`src/rtl/fws_pkg.sv`:
```
/*
 * Shared constants and types for the flash write-status host controller:
 * register map, control/status field positions, reset values, bus-cycle timing.
 * Assumes a 125 MHz single clock and an APB slave with 32-bit data.
 */
package fws_pkg;

    // register byte offsets
    localparam logic [7:0] FWS_OFF_CTRL = 8'h00;
    localparam logic [7:0] FWS_OFF_ADDR = 8'h04;
    localparam logic [7:0] FWS_OFF_WDATA = 8'h08;
    localparam logic [7:0] FWS_OFF_STATUS = 8'h0C;
    localparam logic [7:0] FWS_OFF_RDATA = 8'h10;

    // control bits (write 1 to launch; one command at a time)
    localparam int FWS_CTRL_WRITE = 0;
    localparam int FWS_CTRL_POLL = 1;
    localparam int FWS_CTRL_RESET = 2;
    localparam int FWS_CTRL_GUARD = 3;

    // status bits
    localparam int FWS_ST_BUSY = 0;
    localparam int FWS_ST_DONE = 1;
    localparam int FWS_ST_FAIL = 2;
    localparam int FWS_ST_REJECT = 3;
    localparam int FWS_ST_WINDOW = 4;
    localparam int FWS_ST_TOGGLING = 5;
    localparam int FWS_ST_READY = 6;

    // status bit positions on the flash data bus
    localparam int FWS_DQ_TOGGLE = 6;
    localparam int FWS_DQ_TIMEOUT = 5;
    localparam int FWS_DQ_WINDOW = 3;

    // reset values
    localparam logic [18:0] FWS_ADDR_RST = 19'h00000;
    localparam logic [15:0] FWS_WDATA_RST = 16'h0000;
    localparam logic [15:0] FWS_RESET_CMD = 16'h00F0;

    // bus-cycle timing
    localparam int FWS_CLK_MHZ = 125;
    localparam int FWS_T_ACC_NS = 120;
    localparam int FWS_T_WP_NS = 50;
    localparam logic [4:0] FWS_ACC_CYC = 5'((FWS_T_ACC_NS * FWS_CLK_MHZ + 999) / 1000);
    localparam logic [4:0] FWS_WP_CYC = 5'((FWS_T_WP_NS * FWS_CLK_MHZ + 999) / 1000);

    // pins driven toward the flash
    typedef struct packed {
        logic chipSelectN;
        logic outputStrobeN;
        logic writeStrobeN;
        logic dqOe;
        logic [18:0] addr;
        logic [15:0] dqOut;
    } fws_flash_out_t;

endpackage : fws_pkg

```
`src/rtl/fws_host.sv`:
```
/*
 * Host-side controller that drives an asynchronous parallel flash through its
 * pins and runs the toggle-bit status procedure, reported through APB registers.
 * Assumes flash inputs are synchronous to ref_clk and the data bus wire is
 * resolved outside from dqOe; ready_busy_n is pulled up outside.
 */
`timescale 1ns/1ps

module fws_host
    import fws_pkg::*;
(
    // clock and reset
    input wire logic ref_clk,
    input wire logic rst,
    // apb slave
    input wire logic psel,
    input wire logic penable,
    input wire logic pwrite,
    input wire logic [7:0] paddr,
    input wire logic [31:0] pwdata,
    output logic [31:0] prdata,
    output logic pready,
    output logic pslverr,
    // flash pins
    output fws_pkg::fws_flash_out_t flashOut,
    input wire logic [15:0] flashDqIn,
    input wire logic readyBusyN
);
    import fws_pkg::*;

    typedef enum logic [3:0] {
        S_IDLE = 4'b0000,
        S_WR = 4'b0001,
        S_RD1 = 4'b0010,
        S_RD2 = 4'b0011,
        S_RD3 = 4'b0100,
        S_RD4 = 4'b0101,
        S_RST = 4'b0110,
        S_PRE = 4'b0111,
        S_POST = 4'b1000
    } fws_state_t;

    typedef enum logic [1:0] {
        C_IDLE = 2'b00,
        C_ACT = 2'b01,
        C_HOLD = 2'b10
    } fws_cyc_t;

    fws_state_t state_q, state_d;
    fws_cyc_t cyc_q;
    logic [4:0] cnt_q;
    logic [18:0] addr_q;
    logic [15:0] wdata_q;
    logic [15:0] rdata_q;
    logic done_q, fail_q, reject_q, window_q, toggling_q, firstTog_q, guard_q;
    logic csN_q, oeN_q, weN_q, dqOe_q;
    logic [15:0] dqOut_q;

    // apb decode
    wire apbWr = psel && penable && pwrite;
    wire selCtrl = (paddr == FWS_OFF_CTRL);
    wire selAddr = (paddr == FWS_OFF_ADDR);
    wire selWdata = (paddr == FWS_OFF_WDATA);
    wire selStatus = (paddr == FWS_OFF_STATUS);
    wire selRdata = (paddr == FWS_OFF_RDATA);
    wire mapped = selCtrl || selAddr || selWdata || selStatus || selRdata;
    wire busy = (state_q != S_IDLE);
    // commands while busy are dropped; software watches the busy bit
    wire cmdGo = apbWr && selCtrl && !busy;
    wire [31:0] statusWord = {25'h0000000, readyBusyN, toggling_q, window_q,
                              reject_q, fail_q, done_q, busy};

    assign pready = 1'b1;
    assign pslverr = psel && penable && !mapped;
    assign prdata = selStatus ? statusWord
                  : selAddr ? {13'h0000, addr_q}
                  : selWdata ? {16'h0000, wdata_q}
                  : selRdata ? {16'h0000, rdata_q}
                  : 32'h00000000;

    // bus cycle engine
    wire cycWrite = (state_q == S_WR) || (state_q == S_RST);
    wire cycStart = busy && (cyc_q == C_IDLE);
    wire cycDone = (cyc_q == C_HOLD);
    wire [15:0] cycData = (state_q == S_RST) ? FWS_RESET_CMD : wdata_q;
    wire lastAct = (cyc_q == C_ACT) && (cnt_q == 5'h01);

    always_ff @(posedge ref_clk or posedge rst)
    begin
        if (rst)
        begin
            cyc_q <= C_IDLE;
            cnt_q <= 5'h00;
        end
        else if (cycStart)
        begin
            cyc_q <= C_ACT;
            cnt_q <= cycWrite ? FWS_WP_CYC : FWS_ACC_CYC;
        end
        else if (lastAct)
            cyc_q <= C_HOLD;
        else if (cyc_q == C_ACT)
            cnt_q <= cnt_q - 5'h01;
        else if (cycDone)
            cyc_q <= C_IDLE;
    end

    // pin drive; write strobe rises one cycle before data and select let go
    always_ff @(posedge ref_clk or posedge rst)
    begin
        if (rst)
        begin
            csN_q <= 1'b1;
            oeN_q <= 1'b1;
            weN_q <= 1'b1;
            dqOe_q <= 1'b0;
            dqOut_q <= 16'h0000;
            rdata_q <= 16'h0000;
        end
        else if (cycStart)
        begin
            csN_q <= 1'b0;
            oeN_q <= cycWrite;
            weN_q <= !cycWrite;
            dqOe_q <= cycWrite;
            dqOut_q <= cycData;
        end
        else if (lastAct)
        begin
            oeN_q <= 1'b1;
            weN_q <= 1'b1;
            csN_q <= cycWrite ? 1'b0 : 1'b1;
            if (!cycWrite)
                rdata_q <= flashDqIn;
        end
        else if (cycDone)
        begin
            csN_q <= 1'b1;
            dqOe_q <= 1'b0;
        end
    end

    // every status read uses the programmed address
    assign flashOut = '{chipSelectN: csN_q, outputStrobeN: oeN_q, writeStrobeN: weN_q,
                        dqOe: dqOe_q, addr: addr_q, dqOut: dqOut_q};

    wire togDiff = rdata_q[FWS_DQ_TOGGLE] != firstTog_q;
    wire tmoHigh = rdata_q[FWS_DQ_TIMEOUT];

    // status procedure
    always_comb
    begin
        state_d = state_q;
        case (state_q)
            S_IDLE:
                if (cmdGo && pwdata[FWS_CTRL_WRITE])
                    state_d = S_WR;
                else if (cmdGo && pwdata[FWS_CTRL_POLL])
                    state_d = S_RD1;
                else if (cmdGo && pwdata[FWS_CTRL_RESET])
                    state_d = S_RST;
                else if (cmdGo && pwdata[FWS_CTRL_GUARD])
                    state_d = S_PRE;
            S_WR:
                if (cycDone)
                    state_d = guard_q ? S_POST : S_IDLE;
            S_PRE:
                if (cycDone)
                    state_d = S_WR;
            S_POST:
                if (cycDone)
                    state_d = S_IDLE;
            S_RD1:
                if (cycDone)
                    state_d = S_RD2;
            S_RD2:
                if (cycDone)
                begin
                    if (!togDiff)
                        state_d = S_IDLE;
                    else if (tmoHigh)
                        state_d = S_RD3;
                    else
                        state_d = S_RD1;
                end
            S_RD3:
                if (cycDone)
                    state_d = S_RD4;
            S_RD4:
                if (cycDone)
                    state_d = togDiff ? S_RST : S_IDLE;
            S_RST:
                if (cycDone)
                    state_d = S_IDLE;
            default:
                state_d = S_IDLE;
        endcase
    end

    always_ff @(posedge ref_clk or posedge rst)
    begin
        if (rst)
            state_q <= S_IDLE;
        else
            state_q <= state_d;
    end

    always_ff @(posedge ref_clk or posedge rst)
    begin
        if (rst)
        begin
            addr_q <= FWS_ADDR_RST;
            wdata_q <= FWS_WDATA_RST;
        end
        else if (apbWr && !busy)
        begin
            if (selAddr)
                addr_q <= pwdata[18:0];
            else if (selWdata)
                wdata_q <= pwdata[15:0];
        end
    end

    // result flags; a new command clears done, fail and reject
    always_ff @(posedge ref_clk or posedge rst)
    begin
        if (rst)
        begin
            done_q <= 1'b0;
            fail_q <= 1'b0;
            reject_q <= 1'b0;
            window_q <= 1'b0;
            toggling_q <= 1'b0;
            firstTog_q <= 1'b0;
            guard_q <= 1'b0;
        end
        else if (state_q == S_IDLE && state_d != S_IDLE)
        begin
            done_q <= 1'b0;
            fail_q <= 1'b0;
            reject_q <= 1'b0;
            guard_q <= (state_d == S_PRE);
        end
        else if (cycDone)
        begin
            if (state_q == S_RD1 || state_q == S_RD3)
                firstTog_q <= rdata_q[FWS_DQ_TOGGLE];
            if (!cycWrite)
                window_q <= rdata_q[FWS_DQ_WINDOW];
            if (state_q == S_RD2 || state_q == S_RD4)
                toggling_q <= togDiff;
            // high after the added command: it may not have been taken
            if (state_q == S_POST && rdata_q[FWS_DQ_WINDOW])
                reject_q <= 1'b1;
            if (state_q == S_RD4 && togDiff)
                fail_q <= 1'b1;
            if (state_d == S_IDLE)
                done_q <= 1'b1;
        end
    end
endmodule : fws_host

```
`config.mk`:
```
export PLATFORM = sky130hd
export DESIGN_NAME = fws_host
export DESIGN_NICKNAME = d
export VERILOG_FILES = /design/src/rtl/fws_pkg.sv /design/src/rtl/fws_host.sv
export SDC_FILE = /design/constraint.sdc
export NUM_CORES = 1
export LEC_CHECK = 0
export BUFFER_PORTS_ARGS = -buffer_cell sky130_fd_sc_hd__buf_2
export CELL_PAD_IN_SITES_DETAIL_PLACEMENT = 1
export CELL_PAD_IN_SITES_GLOBAL_PLACEMENT = 1
export CORE_UTILIZATION = 39
export CTS_CLUSTER_DIAMETER = 100
export DETAILED_ROUTE_END_ITERATION = 8
export PLACE_DENSITY = 0.87
export SLEW_MARGIN = 20
export SYNTH_ARGS = -nofsm -noshare
export SYNTH_HDL_FRONTEND = slang
export SYNTH_SLANG_ARGS = --single-unit
```
`constraint.sdc`:
```
create_clock -name ref_clk -period 3.69 [get_ports ref_clk]
set_clock_uncertainty 0.05 [all_clocks]
set_input_delay 0.9225 -clock ref_clk [delete_from_list [all_inputs] [get_ports ref_clk]]
set_output_delay 0.9225 -clock ref_clk [all_outputs]
set_load 0.05 [all_outputs]
```
# After elaboration in Yosys (flattened, before gate mapping)
# Cells that the tools add are included.
# W data, S select, Z words.
# totals
word_cells	142
out_inout_bits	73
regBits	89
# classes
bitwise_logic	4
reduce_logical	52
n_mux	48
eq_ne	19
add_sub_neg	1
# ops
op	count
$mux W4	13
$mux W16	3
$mux W19	2
$pmux W4 S8	1
$eq A4 B3 Y1 const B	5
$mux W1	19
$eq A8 B4 Y1 const B	2
$logic_and A1 B1 Y1	15
$mux W5	3
$reduce_and A3 Y1	5
$reduce_and A2 Y1	7
$reduce_bool A2 Y1	7
$mux W3	3
$eq A4 B2 Y1 const B	2
$eq A8 B3 Y1 const B	1
$eq A8 B5 Y1 const B	1
$logic_not A4 Y1	2
$logic_not A8 Y1	1
$mux W2	4
$reduce_bool A4 Y1	2
$logic_or A1 B1 Y1	7
$eq A5 B1 Y1 const B	1
$sub A5 B1 Y5 const B	1
$eq A4 B1 Y1 const B	1
other kinds (11)	16

# Logic depth before layout (Yosys ltp)
# depth
ltp_word	14
ltp_mapped	8

# Worst setup path before layout
# Ideal clock, no wire load.
# synth_timing
path_kind	input to output
from	in paddr[4]
to	out prdata[6]
arrival_time_ps	2945
required_ps	2717
path_slack_ps	-227
path_stages	7
path_cell_list	nor4_2 nor3b_2 and3b_1 buf_2 clkbuf_1 a221oi_1 a21oi_1
# synth_via
elab_chain_len	5
elab_cells_between_ends	8
classes_between	4 x eq/ne; 4 x mux
# synth_rtl
element	line	source
start: declaration	fws_host.sv:19	input wire logic [7:0] paddr,
$eq A8 B5 Y1	fws_host.sv:65	wire selRdata = (paddr == FWS_OFF_RDATA);
$mux W16	fws_host.sv:78	: selRdata ? {16'h0000, rdata_q}
$mux W16	fws_host.sv:77	: selWdata ? {16'h0000, wdata_q}
$mux W19	fws_host.sv:76	: selAddr ? {13'h0000, addr_q}
$mux W19 *	fws_host.sv:75	assign prdata = selStatus ? statusWord
end: declaration	fws_host.sv:21	output logic [31:0] prdata,
# Every way passes the cells marked *; elsewhere a longest branch is shown, timed or not.

# Worst setup path in the final report
# layout_timing
from	in paddr[1]
to	out prdata[3]
# Same word-level chain as after synthesis.

==> results by stage <==
Worst setup path:
- STA classifies the critical path startpoint as a primary input.
- Setup slack on the worst reg-to-reg path comes out at 0.92 ns.
- STA puts the critical path data arrival time at 2.64 ns.
- The delay of the slowest cell on the worst path is 0.47 ns.
- The total stage count of the critical path is 6.
- The setup path with the least slack is of type primary input to output port.
- Of all nets on the critical path, the largest fanout is 9.
- The worst register-to-register path begins at state_q[0].
- The endpoint class of the critical path is an output port.
- The endpoint identified for the worst register-to-register timing path is rdata_q[13].
- The most frequent cell on the critical path is sky130_fd_sc_hd__buf_2.
- The family with the most delay on the worst path is simple AND/OR/NAND/NOR gates.
- The depth of the worst register-to-register path is 6.
- At the worst endpoint, the required time is 2.72 ns.
- The signal on the critical path passes through buf_2 -> nor4_1 -> and3_1 -> a221oi_1 -> a21oi_1 -> buf_2.
- The buffer and inverter count on the worst path is 2.
- The critical-path cell with the highest stage delay is sky130_fd_sc_hd__and3_1.

Global routing:
- After global routing the overflow that remains totals 0.
- The first global-routing pass estimated 20400 um of wire.
- Entering global routing, the biggest net connects 50 pins.
- The number of global-route vias before repair was 3792.
- The total track usage is 23.3%.
- The initial antenna violation count is 0.

Clock tree:
- The number of levels the H-tree was split into is 3.
- The CTS buffer count is 9.
- After clock tree synthesis, the clock-pin slew on the worst setup and hold paths is 0.08 ns.
- The clock sink count is 89.
- In this run the deepest clock path goes through 2 buffers.
- The number of buffers inserted for hold repair after clock tree synthesis is 0.
- The tree is rooted in a sky130_fd_sc_hd__clkbuf_8.
- The insertion delay of the later-clocked pin in the worst-skew pair is 0.37 ns.
- TritonCTS built the clock tree.

Pwr:
- The power consumption is 0.00242 W.
- IR analysis of the VDD net gives a maximum drop of 0.000244 V.
- The power density over the cells is 462 mW/mm2.
- The total leakage power is 2.83 nW.

Finish:
- The number of nets in the layout is 572.
- In the layout the commonest cells are 100 x sky130_fd_sc_hd__buf_2, 86 x sky130_fd_sc_hd__dfrtp_1, 56 x sky130_fd_sc_hd__nand2_1.
- Cells with a size suffix above 1 make up 39.4% of the layout.
- The area growth from synthesis to layout is 21.6%.
- The total inserted antenna cells is 0.
- The most frequent standard cell in the layout excluding fill and tap cells is sky130_fd_sc_hd__buf_2.
- For this run, the number of standard cells in the final layout without fillers is 653.
- The number of filler instances in the final layout is 1220.

Detailed routing:
- Using the TritonRoute via totals, the vias-per-cell ratio works out to 5.44.
- The total wirelength of the detailed-routed design is 12700 um.
- In the final routed layout, each cell accounts on average for 19.5 um.
- The number of vias in the routed layout is 3555.
- The iteration-0 DRC count of the detailed router is 303.
- The first detailed-routing pass took 5 iterations.
- The count of nets left with antenna violations once routing finished came out at 0.
- After detailed routing, the number of remaining DRC violations is 0.

Synth:
- The post-synthesis cell count is 404.
- The netlist uses 51 different library cells.
- Of all flip-flops after synthesis, the portion carrying an async set or reset was 100%.
- The register bit count reported by yosys is 89.
- In the synthesized netlist the dominant register cell turns out to be sky130_fd_sc_hd__dfrtp_1.
- The count of flip-flops with a built-in enable after synthesis is 0.
- The number of warning messages in the yosys log is 0.
- The share of the Yosys chip area taken by registers is 51.8%.
- The cell area after synthesis is 0.00431 mm2.
- After synthesis, the mean cell area works out to 10.7 um2.

Die:
- The initial utilization of the core area, before any placement, comes to 39.9%.
- The top-level port count is 135.
- The area of the core is 0.0108 mm2.
- From bottom edge to top edge, the die measures 107 um.
- Measured along the x axis, the die boundary spans 107 um.
- The floorplan step defined a die boundary enclosing 0.0115 mm2.
- In this run the core area contains 38 standard-cell rows.

STA:
- The time the final worst path needs with I/O delays and setup is 3.62 ns.
- Setup violations remaining at the end of the flow were counted as 0.
- The worst path uses 98.0% of the clock period.
- The number of endpoints with negative hold slack in the final report is 0.
- The fmax is 276 MHz.
- The least setup slack across all paths after layout is 0.0729 ns.
- The actual transition at the worst max-transition pin is 0.991 ns.
- The total negative slack is 0 ns.
- The worst pin sits at a relative slew slack of 33.7%.
- The final max-slew violation count was 0.

Hold path:
- The startpoint identified for the worst hold timing path is dqOut_q[14].
- The path type of the worst min-delay path is flip-flop to flip-flop.
- The worst min-delay path endpoint is dqOut_q[14].
- The number of stages on the worst hold path is 2.

Placed design:
- The placer congestion estimate is 0.804.
- The post-place setup slack is -0.0123 ns.
- The final HPWL from detailed placement is 9130 um.
- The number of input and output port buffers inserted is 107.
- After detailed placement, the design holds a cell count of 636.

Run status:
- The flow ran to the end, and the final reports show no timing, DRC or antenna violations.

Flow run:
- Max-cap violations in this run came to 0.
==> per-layer routing <==
layer  share of wire (%)  vias to the layer above  track usage (%)
met5                   0                        -                0
met4                 2.7                        0             7.24
met3                 4.3                       24             4.13
met2                  53                      112             41.6
met1                  40                     1828             28.4
li1                    -                     1591                -
==> cell type report <==
class | count | area, um2 | area share [%]
Multi-Input combinational cell | 269 | 1850 | 35.4
Clock inverter | 5 | 77.6 | 1.48
Sequential cell | 89 | 2230 | 42.6
Tap cell | 140 | 175 | 3.34
Inverter | 18 | 68.8 | 1.31
Timing Repair Buffer | 121 | 683 | 13.0
Clock buffer | 11 | 151 | 2.89
==> registers in the layout (all words and copies together) (netlist names), 2 cells and up <==
signal / count
addr_q: 19
cnt_q: 5
cyc_q: 2
dqOut_q: 16
rdata_q: 16
state_q: 4
wdata_q: 16
==> logic make-up (layout without fill, tap and decap cells) <==
family | count (synthesis) | after routing | share of synthesized area [%]
AND/OR/NAND/NOR | 131 | 131 | 15.1
flip-flops | 89 | 89 | 51.8
AO/OA/AOI/OAI | 62 | 62 | 10.2
multiplexers | 58 | 58 | 14.9
buffers and inverters | 58 | 155 | 6.85
adder cells (fa/ha/maj) | 2 | 2 | 0.580
other | 2 | 14 | 0.174
XOR/XNOR | 2 | 2 | 0.406
==> synthesized netlist by cell type, types with 2 or more instances <==
cell,count,area [um2]
sky130_fd_sc_hd__o21ai_0,15,75.1
sky130_fd_sc_hd__dfrtp_1,86,2150
sky130_fd_sc_hd__and2_1,5,31.3
sky130_fd_sc_hd__a221oi_1,7,61.3
sky130_fd_sc_hd__dfstp_2,3,78.8
sky130_fd_sc_hd__nand2_1,56,210
sky130_fd_sc_hd__inv_1,18,67.6
sky130_fd_sc_hd__mux2_2,51,574
sky130_fd_sc_hd__xor2_1,2,17.5
sky130_fd_sc_hd__o211ai_1,2,15.0
sky130_fd_sc_hd__nor2b_1,4,25.0
sky130_fd_sc_hd__nand3_1,17,85.1
sky130_fd_sc_hd__nor3_1,5,25.0
sky130_fd_sc_hd__nand4_1,3,18.8
sky130_fd_sc_hd__o22a_1,3,26.3
sky130_fd_sc_hd__mux2i_1,7,70.1
sky130_fd_sc_hd__ha_1,2,25.0
sky130_fd_sc_hd__clkbuf_1,15,56.3
sky130_fd_sc_hd__nor4bb_1,2,20.0
sky130_fd_sc_hd__buf_4,19,143
sky130_fd_sc_hd__or3_1,2,12.5
sky130_fd_sc_hd__a21oi_1,13,65.1
sky130_fd_sc_hd__nor4_1,3,18.8
sky130_fd_sc_hd__buf_2,5,25.0
sky130_fd_sc_hd__a222oi_1,9,90.1
sky130_fd_sc_hd__nor2_1,18,67.6
sky130_fd_sc_hd__nor3b_1,2,15.0
sky130_fd_sc_hd__nand2b_1,3,18.8
sky130_fd_sc_hd__a41oi_1,2,17.5
sky130_fd_sc_hd__conb_1,2,7.51
sky130_fd_sc_hd__o21bai_1,3,22.5
==> worst min-delay path, delay by kind of cell (launching register included) <==
family,cells,cell delay [ns]
flops,1,0.35
simple gates,2,0.10
==> through the flow <==
| step | hold slack, ns | area, um2 | util [%] |
|---|---|---|---|
| after floorplan | 0.416 | 4360 | - |
| after global placement | 0.401 | 4970 | 46.1 |
| after detailed placement | 0.414 | 4970 | 46.1 |
| after CTS | 0.436 | 5200 | 48.2 |
| after global routing | 0.455 | 5240 | 48.6 |
| final | 0.427 | 5240 | 48.6 |
==> worst max-delay path by stage <==
stage          startpoint          to  slack, ns
4_1_cts          paddr[4]   prdata[4]      0.009
6_report         paddr[1]   prdata[3]       0.07
3_5_place_dp     paddr[4]  prdata[15]      -0.01
3_3_place_gp     paddr[4]   prdata[3]       0.06
2_1_floorplan    paddr[4]   prdata[4]      -0.14
5_1_grt          paddr[1]  prdata[15]     -0.006
==> power by group <==
part,total [W],internal (W),switching [W]
clock,0.000759,0.000416,0.000343
combinational,0.000431,0.000176,0.000255
sequential,0.00123,0.00111,0.000115
total,0.00242,0.00171,0.000713
==> what timing repair did <==
item                       CTS  global route
setup endpoints to repair    0            17
buffers inserted             0             1
gates resized for setup      0            11
(Power assumes the default switching activity.)
